**config.mk**
```make
export PLATFORM = sky130hd
export DESIGN_NAME = sfm_fault_monitor
export DESIGN_NICKNAME = d
export VERILOG_FILES = /design/src/rtl/sfm_pkg.sv /design/src/rtl/sfm_qual_timer.sv /design/src/rtl/sfm_fault_monitor.sv
export VERILOG_INCLUDE_DIRS = /design/src /design/src/rtl
export SDC_FILE = /design/constraint.sdc
export NUM_CORES = 1
export LEC_CHECK = 0
export BUFFER_PORTS_ARGS = -buffer_cell sky130_fd_sc_hd__buf_2
export CORE_ASPECT_RATIO = 1.2
export CORE_MARGIN = 5
export CORE_UTILIZATION = 56
export DETAILED_ROUTE_END_ITERATION = 10
export HOLD_SLACK_MARGIN = 0.12
export PLACE_DENSITY_LB_ADDON = 0.12
export REMOVE_ABC_BUFFERS = 1
export SLEW_MARGIN = 20
export SYNTH_ARGS = -nofsm -noshare
export SYNTH_HDL_FRONTEND = slang
export SYNTH_SLANG_ARGS = --single-unit
```
**constraint.sdc**
```tcl
create_clock -name i_mclk -period 4.1 [get_ports i_mclk]
set_input_delay 1.025 -clock i_mclk [delete_from_list [all_inputs] [get_ports i_mclk]]
set_output_delay 1.025 -clock i_mclk [all_outputs]
set_load 0.02 [all_outputs]
```
**src/rtl/sfm_consts.svh**
```systemverilog
// Purpose: Constants for the sensor fault monitor
// Assumes: 25 MHz system clock; sensor readings already converted to mV and degrees C
// Notes:   Times keep their printed unit; cycle counts derive from the clock rate
`ifndef SFM_CONSTS_SVH
`define SFM_CONSTS_SVH

`define SFM_CLK_KHZ 64'd25000

// Qualifying times in ms
`define SFM_T_COOL_MS 64'd200
`define SFM_T_O2_COLD_MS 64'd500
`define SFM_T_O2_WARM_MS 64'd30000
`define SFM_T_O2_HIGH_MS 64'd20000
`define SFM_T_RUN_O2_MS 64'd75000
`define SFM_T_RUN_LONG_MS 64'd300000

// Coolant limits, degrees C, signed 9 bits
`define SFM_COOL_HOT_C 9'sd135
`define SFM_COOL_COLD_C -9'sd42

// Throttle limits in mV; scaling gain, shift and percent values
`define SFM_TP_LOW_MV 13'd200
`define SFM_TP_HIGH_MV 13'd4800
`define SFM_TP_ZERO_MIN_MV 13'd350
`define SFM_TP_ZERO_MAX_MV 13'd700
`define SFM_TP_ZERO_RST_MV 13'h1f4
`define SFM_TP_GAIN 16'd5
`define SFM_TP_SHIFT 8
`define SFM_TP_SUBST_PCT 7'd14
`define SFM_TP_MAX_PCT 7'd100

// Oxygen limits, mV
`define SFM_O2_COLD_MV 11'd40
`define SFM_O2_WARM_LO_MV 11'd60
`define SFM_O2_WARM_HI_MV 11'd390
`define SFM_O2_DOWN_MV 11'd500
`define SFM_O2_HIGH_MV 11'd1100

// Drive cycles before the lamp is requested
`define SFM_LAMP_CYCLES 2'd2

// Code bit positions
`define SFM_CODE_COOL_LOW 0
`define SFM_CODE_COOL_HIGH 1
`define SFM_CODE_TP_LOW 2
`define SFM_CODE_TP_HIGH 3
`define SFM_CODE_O2_UP_BAD 4
`define SFM_CODE_O2_UP_HIGH 5
`define SFM_NCODES 6
`define SFM_NTIMERS 7

`endif

```
**src/rtl/sfm_pkg.sv**
```systemverilog
// Purpose: Types shared by the sensor fault monitor
// Assumes: Constants come from sfm_consts.svh
// Notes:   Types only
package sfm_pkg;
    typedef logic [5:0] sfm_codes_t;
    typedef logic [6:0] sfm_pct_t;
    typedef logic [12:0] sfm_tp_mv_t;
    typedef logic [10:0] sfm_o2_mv_t;
    typedef logic signed [8:0] sfm_temp_t;
    typedef logic [32:0] sfm_cyc_t;
endpackage

```
**src/rtl/sfm_qual_timer.sv**
```systemverilog
// Purpose: Qualifying-duration timer: done once its condition has held LIMIT cycles
// Assumes: Condition comes from logic on the same clock
// Notes:   Any lapse of the condition restarts the count from zero
`timescale 1ns/1ps
module sfm_qual_timer #(
    parameter sfm_pkg::sfm_cyc_t LIMIT = 33'h000000001
) (
    // Clock and reset
    input wire logic i_mclk,
    input wire logic i_rst_b,
    // Condition
    input wire logic i_cond,
    input wire logic i_clear,
    // Result
    output logic o_done
);
    import sfm_pkg::*;

    sfm_cyc_t cnt;
    wire hold = (cnt == LIMIT);

    always_ff @(posedge i_mclk or negedge i_rst_b) begin
        if (!i_rst_b) begin
            cnt <= '0;
        end else if (!i_cond || i_clear) begin
            cnt <= '0;
        end else if (!hold) begin
            cnt <= cnt + 33'h000000001;
        end
    end

    assign o_done = hold;

    a_restart_zero: assert property (@(posedge i_mclk) disable iff (!i_rst_b)
        !i_cond |=> (cnt == '0) && !o_done)
        else $error("timer did not restart after condition lapse");
endmodule

```
**src/rtl/sfm_fault_monitor.sv**
```systemverilog
// Purpose: Sensor fault monitor: qualifies sensor faults, stores codes, lamp delay, throttle scaling
// Assumes: Sensor readings are same-clock converted values; status strobes arrive from pins
// Notes:   Engine run-time timers are not erased by a code clear
// Operation
// - Engine running, coolant above 135C 0.2s records code
// - Engine running, coolant below -42C 0.2s records code
// - Lamp requested only after two drive cycles
// - Engine running, throttle below 0.2V records code
// - Engine running, throttle above 4.8V records code
// - Closed throttle within 0.35-0.7V becomes zero
// - Throttle-low fault, ignition on: report 14 percent
// - Scale throttle to monotonic percent from zero
// - Upstream oxygen check waits 75s of running
// - Cold upstream below 40mV 0.5s records code
// - Warm upstream 60-390mV, downstream over 0.5V, 30s
// - After 5 minutes, upstream above 1.1V 20s
`timescale 1ns/1ps
`include "sfm_consts.svh"
module sfm_fault_monitor #(
    parameter sfm_pkg::sfm_cyc_t T_COOL_CYC = 33'(`SFM_T_COOL_MS * `SFM_CLK_KHZ),
    parameter sfm_pkg::sfm_cyc_t T_O2_COLD_CYC = 33'(`SFM_T_O2_COLD_MS * `SFM_CLK_KHZ),
    parameter sfm_pkg::sfm_cyc_t T_O2_WARM_CYC = 33'(`SFM_T_O2_WARM_MS * `SFM_CLK_KHZ),
    parameter sfm_pkg::sfm_cyc_t T_O2_HIGH_CYC = 33'(`SFM_T_O2_HIGH_MS * `SFM_CLK_KHZ),
    parameter sfm_pkg::sfm_cyc_t T_RUN_O2_CYC = 33'(`SFM_T_RUN_O2_MS * `SFM_CLK_KHZ),
    parameter sfm_pkg::sfm_cyc_t T_RUN_LONG_CYC = 33'(`SFM_T_RUN_LONG_MS * `SFM_CLK_KHZ)
) (
    // Clock and reset
    input wire logic i_mclk,
    input wire logic i_rst_b,
    // Status pins, asynchronous to the clock
    input wire logic i_engine_running,
    input wire logic i_ignition_on,
    input wire logic i_drive_cycle_done,
    input wire logic i_clear_codes,
    input wire logic i_throttle_closed,
    // Converted sensor readings, same clock
    input wire sfm_pkg::sfm_temp_t i_coolant_temp_sensor,
    input wire sfm_pkg::sfm_tp_mv_t i_throttle_sensor,
    input wire sfm_pkg::sfm_o2_mv_t i_upstream_oxygen_voltage,
    input wire sfm_pkg::sfm_o2_mv_t i_downstream_oxygen_voltage,
    input wire logic i_upstream_warm,
    // Results
    output sfm_pkg::sfm_codes_t o_stored_codes,
    output logic o_warning_lamp_request,
    output sfm_pkg::sfm_pct_t o_throttle_opening_percent
);
    import sfm_pkg::*;

    // Pin synchronisers: stage one feeds stage two only
    logic [4:0] sync1;
    logic [4:0] sync2;
    logic [4:0] sync_prev;

    always_ff @(posedge i_mclk or negedge i_rst_b) begin
        if (!i_rst_b) begin
            sync1 <= 5'h00;
            sync2 <= 5'h00;
            sync_prev <= 5'h00;
        end else begin
            sync1 <= {i_throttle_closed, i_clear_codes, i_drive_cycle_done, i_ignition_on, i_engine_running};
            sync2 <= sync1;
            sync_prev <= sync2;
        end
    end

    wire run_s = sync2[0];
    wire ign_s = sync2[1];
    wire dc_pulse = sync2[2] && !sync_prev[2];
    wire clr_pulse = sync2[3] && !sync_prev[3];
    wire closed_s = sync2[4];

    // Qualifying timers
    localparam sfm_cyc_t LIMITS [`SFM_NTIMERS] = '{T_COOL_CYC, T_COOL_CYC, T_O2_COLD_CYC, T_O2_WARM_CYC,
                                                   T_O2_HIGH_CYC, T_RUN_O2_CYC, T_RUN_LONG_CYC};
    logic [`SFM_NTIMERS-1:0] t_cond;
    logic [`SFM_NTIMERS-1:0] t_clear;
    logic [`SFM_NTIMERS-1:0] t_done;

    wire run_o2 = t_done[5];
    wire run_long = t_done[6];
    wire up_cold = i_upstream_oxygen_voltage < `SFM_O2_COLD_MV;
    wire up_mid = (i_upstream_oxygen_voltage > `SFM_O2_WARM_LO_MV) &&
                  (i_upstream_oxygen_voltage < `SFM_O2_WARM_HI_MV);
    wire down_rich = i_downstream_oxygen_voltage > `SFM_O2_DOWN_MV;
    wire up_high = i_upstream_oxygen_voltage > `SFM_O2_HIGH_MV;

    assign t_cond[0] = run_s && (i_coolant_temp_sensor > `SFM_COOL_HOT_C);
    assign t_cond[1] = run_s && (i_coolant_temp_sensor < `SFM_COOL_COLD_C);
    assign t_cond[2] = run_o2 && !i_upstream_warm && up_cold;
    assign t_cond[3] = run_o2 && i_upstream_warm && up_mid && down_rich;
    assign t_cond[4] = run_long && up_high;
    assign t_cond[5] = run_s;
    assign t_cond[6] = run_s;
    // A clear restarts every fault timer so conditions qualify afresh
    assign t_clear = {2'b00, {5{clr_pulse}}};

    genvar g;
    generate
        for (g = 0; g < `SFM_NTIMERS; g++) begin : gen_timer
            sfm_qual_timer #(
                .LIMIT(LIMITS[g])
            ) u_timer (
                .i_mclk(i_mclk),
                .i_rst_b(i_rst_b),
                .i_cond(t_cond[g]),
                .i_clear(t_clear[g]),
                .o_done(t_done[g])
            );
        end
    endgenerate

    // Code setting
    wire tp_low = i_throttle_sensor < `SFM_TP_LOW_MV;
    wire tp_high = i_throttle_sensor > `SFM_TP_HIGH_MV;
    sfm_codes_t set_vec;
    assign set_vec[`SFM_CODE_COOL_LOW] = run_s && t_done[0];
    assign set_vec[`SFM_CODE_COOL_HIGH] = run_s && t_done[1];
    assign set_vec[`SFM_CODE_TP_LOW] = run_s && tp_low;
    assign set_vec[`SFM_CODE_TP_HIGH] = run_s && tp_high;
    assign set_vec[`SFM_CODE_O2_UP_BAD] = t_done[2] || t_done[3];
    assign set_vec[`SFM_CODE_O2_UP_HIGH] = t_done[4];

    // A fault qualifying in the clear cycle is kept, not lost
    wire sfm_codes_t next_codes = (clr_pulse ? '0 : o_stored_codes) | set_vec;

    // Lamp delay: each stored code counts completed drive cycles
    logic [1:0] dc_cnt [`SFM_NCODES];
    sfm_codes_t lamp_hit;
    generate
        for (g = 0; g < `SFM_NCODES; g++) begin : gen_lamp
            always_ff @(posedge i_mclk or negedge i_rst_b) begin
                if (!i_rst_b) begin
                    dc_cnt[g] <= 2'h0;
                end else if (clr_pulse) begin
                    dc_cnt[g] <= 2'h0;
                end else if (o_stored_codes[g] && dc_pulse && dc_cnt[g] != `SFM_LAMP_CYCLES) begin
                    dc_cnt[g] <= dc_cnt[g] + 2'h1;
                end
            end
            assign lamp_hit[g] = o_stored_codes[g] && (dc_cnt[g] == `SFM_LAMP_CYCLES);
        end
    endgenerate
    wire next_lamp = |lamp_hit && !clr_pulse;

    // Throttle auto-zero and percent scaling
    sfm_tp_mv_t zero_ref;
    wire adopt_zero = closed_s && (i_throttle_sensor >= `SFM_TP_ZERO_MIN_MV) &&
                      (i_throttle_sensor <= `SFM_TP_ZERO_MAX_MV);
    wire sfm_tp_mv_t tp_span = (i_throttle_sensor > zero_ref) ? (i_throttle_sensor - zero_ref) : '0;
    wire [15:0] tp_prod = 16'(tp_span * `SFM_TP_GAIN);
    wire [7:0] tp_raw = tp_prod[15:`SFM_TP_SHIFT];
    // Saturate rather than wrap so the percent never falls as the throttle opens
    wire sfm_pct_t tp_scaled = (tp_raw > 8'(`SFM_TP_MAX_PCT)) ? `SFM_TP_MAX_PCT : tp_raw[6:0];
    wire subst_pct = o_stored_codes[`SFM_CODE_TP_LOW] && ign_s;
    wire sfm_pct_t next_pct = subst_pct ? `SFM_TP_SUBST_PCT : tp_scaled;

    always_ff @(posedge i_mclk or negedge i_rst_b) begin
        if (!i_rst_b) begin
            o_stored_codes <= '0;
            o_warning_lamp_request <= 1'b0;
            o_throttle_opening_percent <= 7'h00;
            zero_ref <= `SFM_TP_ZERO_RST_MV;
        end else begin
            o_stored_codes <= next_codes;
            o_warning_lamp_request <= next_lamp;
            o_throttle_opening_percent <= next_pct;
            if (adopt_zero) begin
                zero_ref <= i_throttle_sensor;
            end
        end
    end

    // Checks
    a_cool_low_cause: assert property (@(posedge i_mclk) disable iff (!i_rst_b)
        $rose(o_stored_codes[`SFM_CODE_COOL_LOW]) |-> $past(run_s && t_done[0]))
        else $error("coolant low code set without qualified hot reading");
    a_cool_high_cause: assert property (@(posedge i_mclk) disable iff (!i_rst_b)
        $rose(o_stored_codes[`SFM_CODE_COOL_HIGH]) |-> $past(run_s && t_done[1]))
        else $error("coolant high code set without qualified cold reading");
    a_lamp_needs_cycles: assert property (@(posedge i_mclk) disable iff (!i_rst_b)
        $rose(o_warning_lamp_request) |-> $past(|lamp_hit) && |o_stored_codes)
        else $error("lamp requested before two drive cycles");
    a_tp_low_set: assert property (@(posedge i_mclk) disable iff (!i_rst_b)
        (run_s && tp_low) |=> o_stored_codes[`SFM_CODE_TP_LOW])
        else $error("throttle low code not recorded");
    a_tp_high_set: assert property (@(posedge i_mclk) disable iff (!i_rst_b)
        (run_s && tp_high) |=> o_stored_codes[`SFM_CODE_TP_HIGH])
        else $error("throttle high code not recorded");
    a_zero_window: assert property (@(posedge i_mclk) disable iff (!i_rst_b)
        ##1 (zero_ref >= `SFM_TP_ZERO_MIN_MV) && (zero_ref <= `SFM_TP_ZERO_MAX_MV))
        else $error("zero reference outside adoption window");
    a_subst_pct: assert property (@(posedge i_mclk) disable iff (!i_rst_b)
        subst_pct |=> o_throttle_opening_percent == `SFM_TP_SUBST_PCT)
        else $error("substitute throttle percent not reported");
    a_pct_closed_zero: assert property (@(posedge i_mclk) disable iff (!i_rst_b)
        (!subst_pct && i_throttle_sensor <= zero_ref) |=> o_throttle_opening_percent == 7'h00)
        else $error("closed throttle not scaled to zero");
    a_pct_ceiling: assert property (@(posedge i_mclk) disable iff (!i_rst_b)
        o_throttle_opening_percent <= `SFM_TP_MAX_PCT)
        else $error("throttle percent above full scale");
    a_o2_run_gate: assert property (@(posedge i_mclk) disable iff (!i_rst_b)
        $rose(o_stored_codes[`SFM_CODE_O2_UP_BAD]) |-> $past(run_o2))
        else $error("upstream oxygen code before run time elapsed");
    a_o2_high_gate: assert property (@(posedge i_mclk) disable iff (!i_rst_b)
        $rose(o_stored_codes[`SFM_CODE_O2_UP_HIGH]) |-> $past(run_long && up_high))
        else $error("upstream high code without long run and high reading");
    a_clear_erases: assert property (@(posedge i_mclk) disable iff (!i_rst_b)
        (clr_pulse && set_vec == '0) |=> o_stored_codes == '0 ##1 !o_warning_lamp_request)
        else $error("clear request did not erase codes");
    // Only a tester clear may drop a stored code; a lost bit would hide a fault
    a_codes_sticky: assert property (@(posedge i_mclk) disable iff (!i_rst_b)
        !clr_pulse |=> (o_stored_codes & $past(o_stored_codes)) == $past(o_stored_codes))
        else $error("stored code lost without a clear");

    c_lamp_on: cover property (@(posedge i_mclk) disable iff (!i_rst_b) $rose(o_warning_lamp_request));
    c_o2_bad: cover property (@(posedge i_mclk) disable iff (!i_rst_b)
        $rose(o_stored_codes[`SFM_CODE_O2_UP_BAD]));
    c_tp_low: cover property (@(posedge i_mclk) disable iff (!i_rst_b) $rose(o_stored_codes[`SFM_CODE_TP_LOW]));
    c_zero_adopt: cover property (@(posedge i_mclk) disable iff (!i_rst_b) adopt_zero);
    c_clear: cover property (@(posedge i_mclk) disable iff (!i_rst_b) clr_pulse && |o_stored_codes);
endmodule

```
* After elaboration in Yosys (flattened, before gate mapping)
Cells that the tools add are included.
** Cells by class
- $add $sub $neg :: 14
- Mux-type cells :: 30
- Magnitude comparators :: 13
- Reductions and logical operators :: 59
- Bitwise logic cells :: 1
- Multipliers :: 1
- Eq/ne operators :: 26
** Operators by type and width (number)
- 2-to-1 mux 33 bit :: 14
- adder 33 x 1 -> 33 bit (second input constant) :: 7
- == test 33 x 23 -> 1 bit (second input constant) :: 2
- logical AND 1 bit :: 37
- == test 33 x 24 -> 1 bit (second input constant) :: 1
- == test 33 x 29 -> 1 bit (second input constant) :: 1
- == test 33 x 30 -> 1 bit (second input constant) :: 1
- == test 33 x 31 -> 1 bit (second input constant) :: 1
- == test 33 bit (second input constant) :: 1
- != test 2 bit (second input constant) :: 13
- 2-to-1 mux 2 bit :: 12
- multiplier 13 x 3 -> 16 bit (second input constant) :: 1
- 2-to-1 mux 7 bit :: 2
- >= comparator 13 x 9 -> 1 bit (second input constant) :: 1
- > comparator 13 bit :: 1
- > comparator 13 bit (second input constant) :: 1
- less-or-equal comparator 13 x 10 -> 1 bit (second input constant) :: 1
- less-than comparator 13 x 8 -> 1 bit (second input constant) :: 1
- 2-to-1 mux 13 bit :: 1
- subtractor 13 bit :: 1
- adder 2 x 1 -> 2 bit (second input constant) :: 6
- == test 2 bit (second input constant) :: 6
- nonzero test 2 bit :: 6
- > comparator 11 bit (second input constant) :: 1
- 12 further kinds :: 25
** Word-level totals
- Output and inout port bits :: 14
- Register bits :: 284
- Word-level logic and storage cells :: 164
- Input bits :: 52

* Depth between registers and ports, before layout
- Depth in word-level cells :: 7
- Mapped depth :: 21
- Depth with buffers taken out :: 20

* Cells and area by module
A second synthesis with hierarchy kept.
** Second synthesis, totals
- Cells, all modules :: 1716
- Area total of the unflattened synthesis :: 16206.8 um2
** Modules (own cells, without submodules)
- sfm_qual_timer (gen_timer[0].u_timer ...) :: instances 2, seq. area each 825.8 um2, area each 1865.5 um2, cells an instance 209
- sfm_fault_monitor :: instances 1, seq. area each 1283.7 um2, area each 3622.2 um2, cells an instance 376
- sfm_qual_timer (gen_timer[3].u_timer) :: instances 1, seq. area each 825.8 um2, area each 1833.0 um2, cells an instance 195
- sfm_qual_timer (gen_timer[5].u_timer) :: instances 1, seq. area each 825.8 um2, area each 1796.7 um2, cells an instance 188
- sfm_qual_timer (gen_timer[4].u_timer) :: instances 1, seq. area each 825.8 um2, area each 1765.4 um2, cells an instance 182
- sfm_qual_timer (gen_timer[6].u_timer) :: instances 1, seq. area each 825.8 um2, area each 1736.7 um2, cells an instance 184
- sfm_qual_timer (gen_timer[2].u_timer) :: instances 1, seq. area each 825.8 um2, area each 1721.7 um2, cells an instance 173

* Least setup slack after synthesis
No wires, ideal clock.
- Kind :: input-to-reg
- Start :: input i_throttle_sensor[11]
- End :: register o_throttle_opening_percent[3]
- Data required time :: 4.005 ns
- Arrival :: 4.603 ns
- Slack :: -0.598 ns
- Path buffers :: 0
- Stages on the path :: 16
- Library setup time :: 0.095 ns
- Cell sequence :: ha_1 -> a21oi_1 -> nand2_1 -> a211o_1 -> o21ai_1 -> nor3_1 -> ha_1 -> ha_1 -> a21oi_1 -> nor2_1 -> o41ai_1 -> o211ai_1 -> a31oi_1 -> xor2_1 -> o21ai_1 -> o31ai_1
** Between the ends
- Word-level cells in the longest chain between the ends :: 6
- Elaborated cells on any way between the ends :: 7
- Those cells by class :: 1 x add/sub; 1 x mul; 2 x order compare; 3 x mux
** Ends and longest elaborated chain
- start: declaration :: RTL line sfm_fault_monitor.sv:38 : input wire sfm_pkg::sfm_tp_mv_t i_throttle_sensor,
- subtractor 13 bit or > comparator 13 bit (tied branches) :: RTL line sfm_fault_monitor.sv:149 : wire sfm_tp_mv_t tp_span = (i_throttle_sensor > zero_ref) ? (i_throttle_sensor - zero_ref) : '0;
- 2-to-1 mux 13 bit * :: RTL line sfm_fault_monitor.sv:149
- multiplier 13 x 3 -> 16 bit (no line) *
- > comparator 8 x 7 -> 1 bit :: RTL line sfm_fault_monitor.sv:153 : wire sfm_pct_t tp_scaled = (tp_raw > 8'(`SFM_TP_MAX_PCT)) ? `SFM_TP_MAX_PCT : tp_raw[6:0];
- 2-to-1 mux 7 bit * :: RTL line sfm_fault_monitor.sv:153
- 2-to-1 mux 7 bit * :: RTL line sfm_fault_monitor.sv:155 : wire sfm_pct_t next_pct = subst_pct ? `SFM_TP_SUBST_PCT : tp_scaled;
- named net next_pct[3] :: RTL line sfm_fault_monitor.sv:155
- end signal: assignment :: RTL line sfm_fault_monitor.sv:166 : o_throttle_opening_percent <= next_pct;
- end: declaration :: RTL line sfm_fault_monitor.sv:45 : output sfm_pkg::sfm_pct_t o_throttle_opening_percent
Mark *: on every way through the listed nets, which the timed path passes. The rest lies on a longest branch.
A chain may end at the register's enable or synchronous reset.

* Worst setup path after layout
- Start :: input i_throttle_sensor[1]
- End :: register o_throttle_opening_percent[2]
Same word-level chain as after synthesis.

==> results by group <==
Outcome
  • Violated checks: negative setup slack
  • Outcome: finished, violations left

Logic synthesis
  • Register area share after synthesis: 46.48%
  • Count leader, synth: dfrtp_1
  • Post-Syn Area per Cell: 9.475 um^2
  • Yosys reg bits: 282
  • Share of the synthesized area in the top cell type: 45.44%
  • Synth cell count leaders: dfrtp_1 (276), nor2_1 (227), nand2_1 (116)
  • Library cells used by synthesis: 68
  • Top post-synthesis cells by area: dfrtp_1 (45%), xor2_1 (6.5%), xnor2_1 (5.8%)
  • Ys flop type: dfrtp_1
  • Synth area leader: dfrtp_1
  • Post-synthesis instance area: 15200 um^2
  • Async SR Flop Fraction: 100.0%
  • Yosys Warn Count: 0
  • Post-Synthesis Cells: 1604
  • Post-synth EDFFs: 0

Global routing
  • Initial antenna violation count: 0
  • GR Overflow Total: 0
  • Vias in the first global route: 11920
  • Pin count of the biggest net entering global routing: 114
  • First-pass GRT wire length: 54.11 mm
  • GRT Total Usage: 20.36%

Route
  • Remaining DRCs: 0
  • Iter 0 DRT Violations: 566
  • DR vias: 11830
  • Via density: 5.538
  • DRT antenna net count: 0
  • 1st-pass router iterations: 7
  • WL/cell: 14.67 um
  • Total Wirelength: 31.33 mm

Clock tree
  • Hold_buf cts: 0
  • Clk slew on worst S/H paths: 0.06 ns
  • Clock Latency Late Sink: 0.54 ns
  • CTS tree: built
  • CTS buffer count: 29
  • CTS root buf: clkbuf_16
  • Htree depth: 1
  • CTS max path bufs: 3
  • Clock sink count: 282

Floorplanning
  • Site Rows: 66
  • Die Area: 30550 um^2
  • Die H: 190.5 um
  • Core area: 26920 um^2
  • Initial Utilization: 56.46%
  • # IOs: 66
  • Die W: 160.4 um

Critical path
  • CP bufs+invs: 4
  • Crit. Startpoint: i_throttle_sensor[1]
  • Startpoint Class: input pin
  • Worst stage delay on the critical path: 0.35 ns
  • Worst Reg-to-Reg Cells: 19
  • CP endpoint kind: flip-flop
  • RR Startpoint: zero_ref[2]
  • WP data arrival: 4.67 ns
  • Cell family with the largest share of critical-path delay: compound AO/OA/AOI/OAI gates
  • Crit path max fanout: 4
  • Crit-path slowest cell: o31a_1
  • Worst-path cell chain: buf_2 -> ha_1 -> nor2_1 -> a21oi_2 -> o31a_1 -> buf_4 -> o21a_4 -> and2_1 -> ha_1 -> ha_4 -> a21o_1 -> o41ai_2 -> o211ai_1 -> a31oi_1 -> buf_4 -> xor2_4 -> buf_6 -> nor2_4 -> a21o_1
  • Reg-to-Reg End: o_throttle_opening_percent[2]
  • Critical path class: input pin to flip-flop
  • Crit path required time: 4.52 ns
  • WP depth: 19
  • Worst Setup EP: o_throttle_opening_percent[2]
  • Worst R2R Setup Slack: -0.08 ns

Layout
  • Sequential standard cell area: 7066 um^2
  • P&R area growth vs syn: 18.55%
  • ANT cells: 0
  • Final design utilization: 66.93%
  • Finished Layout Cells: 2136
  • Area of the multi-input gates: 8168 um^2
  • Layout cells sized above 1: 17.04%
  • Layout net count: 1878
  • Fill cells: 2124
  • Final design area excluding fillers: 18020 um^2

Power and ir drop
  • Total chip power: 7.169 mW
  • Pwr Density: 397.9 nW/um^2
  • Peak supply drop: 289.6 uV
  • Leak: 7.762 nW

Place
  • HPWL Detailed: 21.26 mm
  • DP Worst Slack: -0.9853 ns
  • DP Area: 16600 um^2
  • Port Buf Inserts: 64
  • Placed insts: 2073
  • GP Congestion: 0.8677

Timing
  • Setup TNS Final: -0.5229 ns
  • Slew HR: 32.92%
  • Minimum clock period: 4.249 ns
  • Worst hold slack: 0.3463 ns
  • Fmax: 235.3 MHz
  • Final Skew: 0.009300 ns
  • Fin worst setup slack: -0.1493 ns
  • Crit share post-route: 103.6%
  • RSZ-0062 raised after global routing: yes
  • Final hold vios: 0
  • Final Max Tran Viols: 0
  • Final Setup Violations: 6
  • Slew @ Worst Pin: 0.9970 ns

Run
  • Max-cap violations: 0

Hold path
  • Worst Hold Class: flip-flop to flip-flop
power by group:
| group | leakage, nW | switching, mW | internal (mW) |
|---|---|---|---|
| Combinational | 3.45 | 0.881 | 0.871 |
| Clock | 0.456 | 1.05 | 1.45 |
| Sequential | 3.86 | 0.0411 | 2.87 |
| Total | 7.76 | 1.97 | 5.20 |
sequential cells by signal (all words and copies together), names as in the netlist:
register / cells
o_throttle_opening_percent: 7
sync_prev: 2
sync2: 5
o_warning_lamp_request: 1
zero_ref: 13
dc_cnt: 12
gen_timer.u_timer.cnt: 231
sync1: 5
o_stored_codes: 6
per-layer routing:
| layer | track usage (%) | vias to the layer above | wire [um] |
|---|---|---|---|
| met3 | 2.616 | 37 | 868 |
| met1 | 26.20 | 5781 | 13830 |
| met4 | 4.105 | 0 | 463 |
| met5 | 0 | - | 0 |
| met2 | 37.04 | 122 | 16170 |
| li1 | - | 5889 | - |
worst register-to-register path, delay by kind of cell, from the launching register on:
kind	cells	cell delay, ns
adder cells (fa/ha/maj)	3	0.67
AO/OA/AOI/OAI	8	1.76
flip-flops	1	0.53
XOR/XNOR	1	0.18
buffers and inverters	4	0.55
AND/OR/NAND/NOR	3	0.38
layout make-up:
cell class                      count  area share (%)
Multi-Input combinational cell   1224           45.33
Inverter                           66           1.389
Timing Repair Buffer              171           6.618
Sequential cell                   282           39.22
Clock inverter                     12          0.5278
Tap cell                          340           2.361
Clock buffer                       41           4.556
worst min path at each step:
stage | startpoint | to | cells after the start
floorplan | sync1[0] | sync2[0] | 0
global placement | sync1[3] | sync2[3] | 0
detailed placement | sync1[4] | sync2[4] | 0
CTS | sync1[3] | sync2[3] | 0
global route | sync1[3] | sync2[3] | 0
finish | sync1[3] | sync2[3] | 0
cell families after synthesis:
kind of cell / share of synthesized area [%]
simple gates: 26.32
flops: 46.48
xor+xnor: 12.27
compound gates: 6.413
buf+inv: 2.536
fa+ha+maj: 4.330
mux: 1.646
layout by cell type (no fill, tap or decap), types with 12 or more instances in the layout:
master     instances
nand2_1          113
nand4_1           54
and2_1            49
and3_1            43
buf_4            101
nand3_1          102
and4_1            12
a21oi_1           32
nor2_1           222
nor2b_1           18
xor2_1           111
mux2i_1           16
xnor2_1          100
o21ai_0           36
ha_1              36
nor3_1            34
buf_2             62
clkbuf_16         29
dfrtp_1          275
nand2b_1          12
inv_1             64
a21boi_0          15
or3_1             33
ha_4              14
nor4_1            28
nor4b_1           13
what timing repair did:
item,4_1_cts,5_1_grt
gates resized for setup,47,31
setup buffers,7,3
endpoints found under the hold margin,0,0
endpoints found under the setup margin,7,7
pin swaps,21,33
Note: power is estimated with default switching activity, not from simulation.
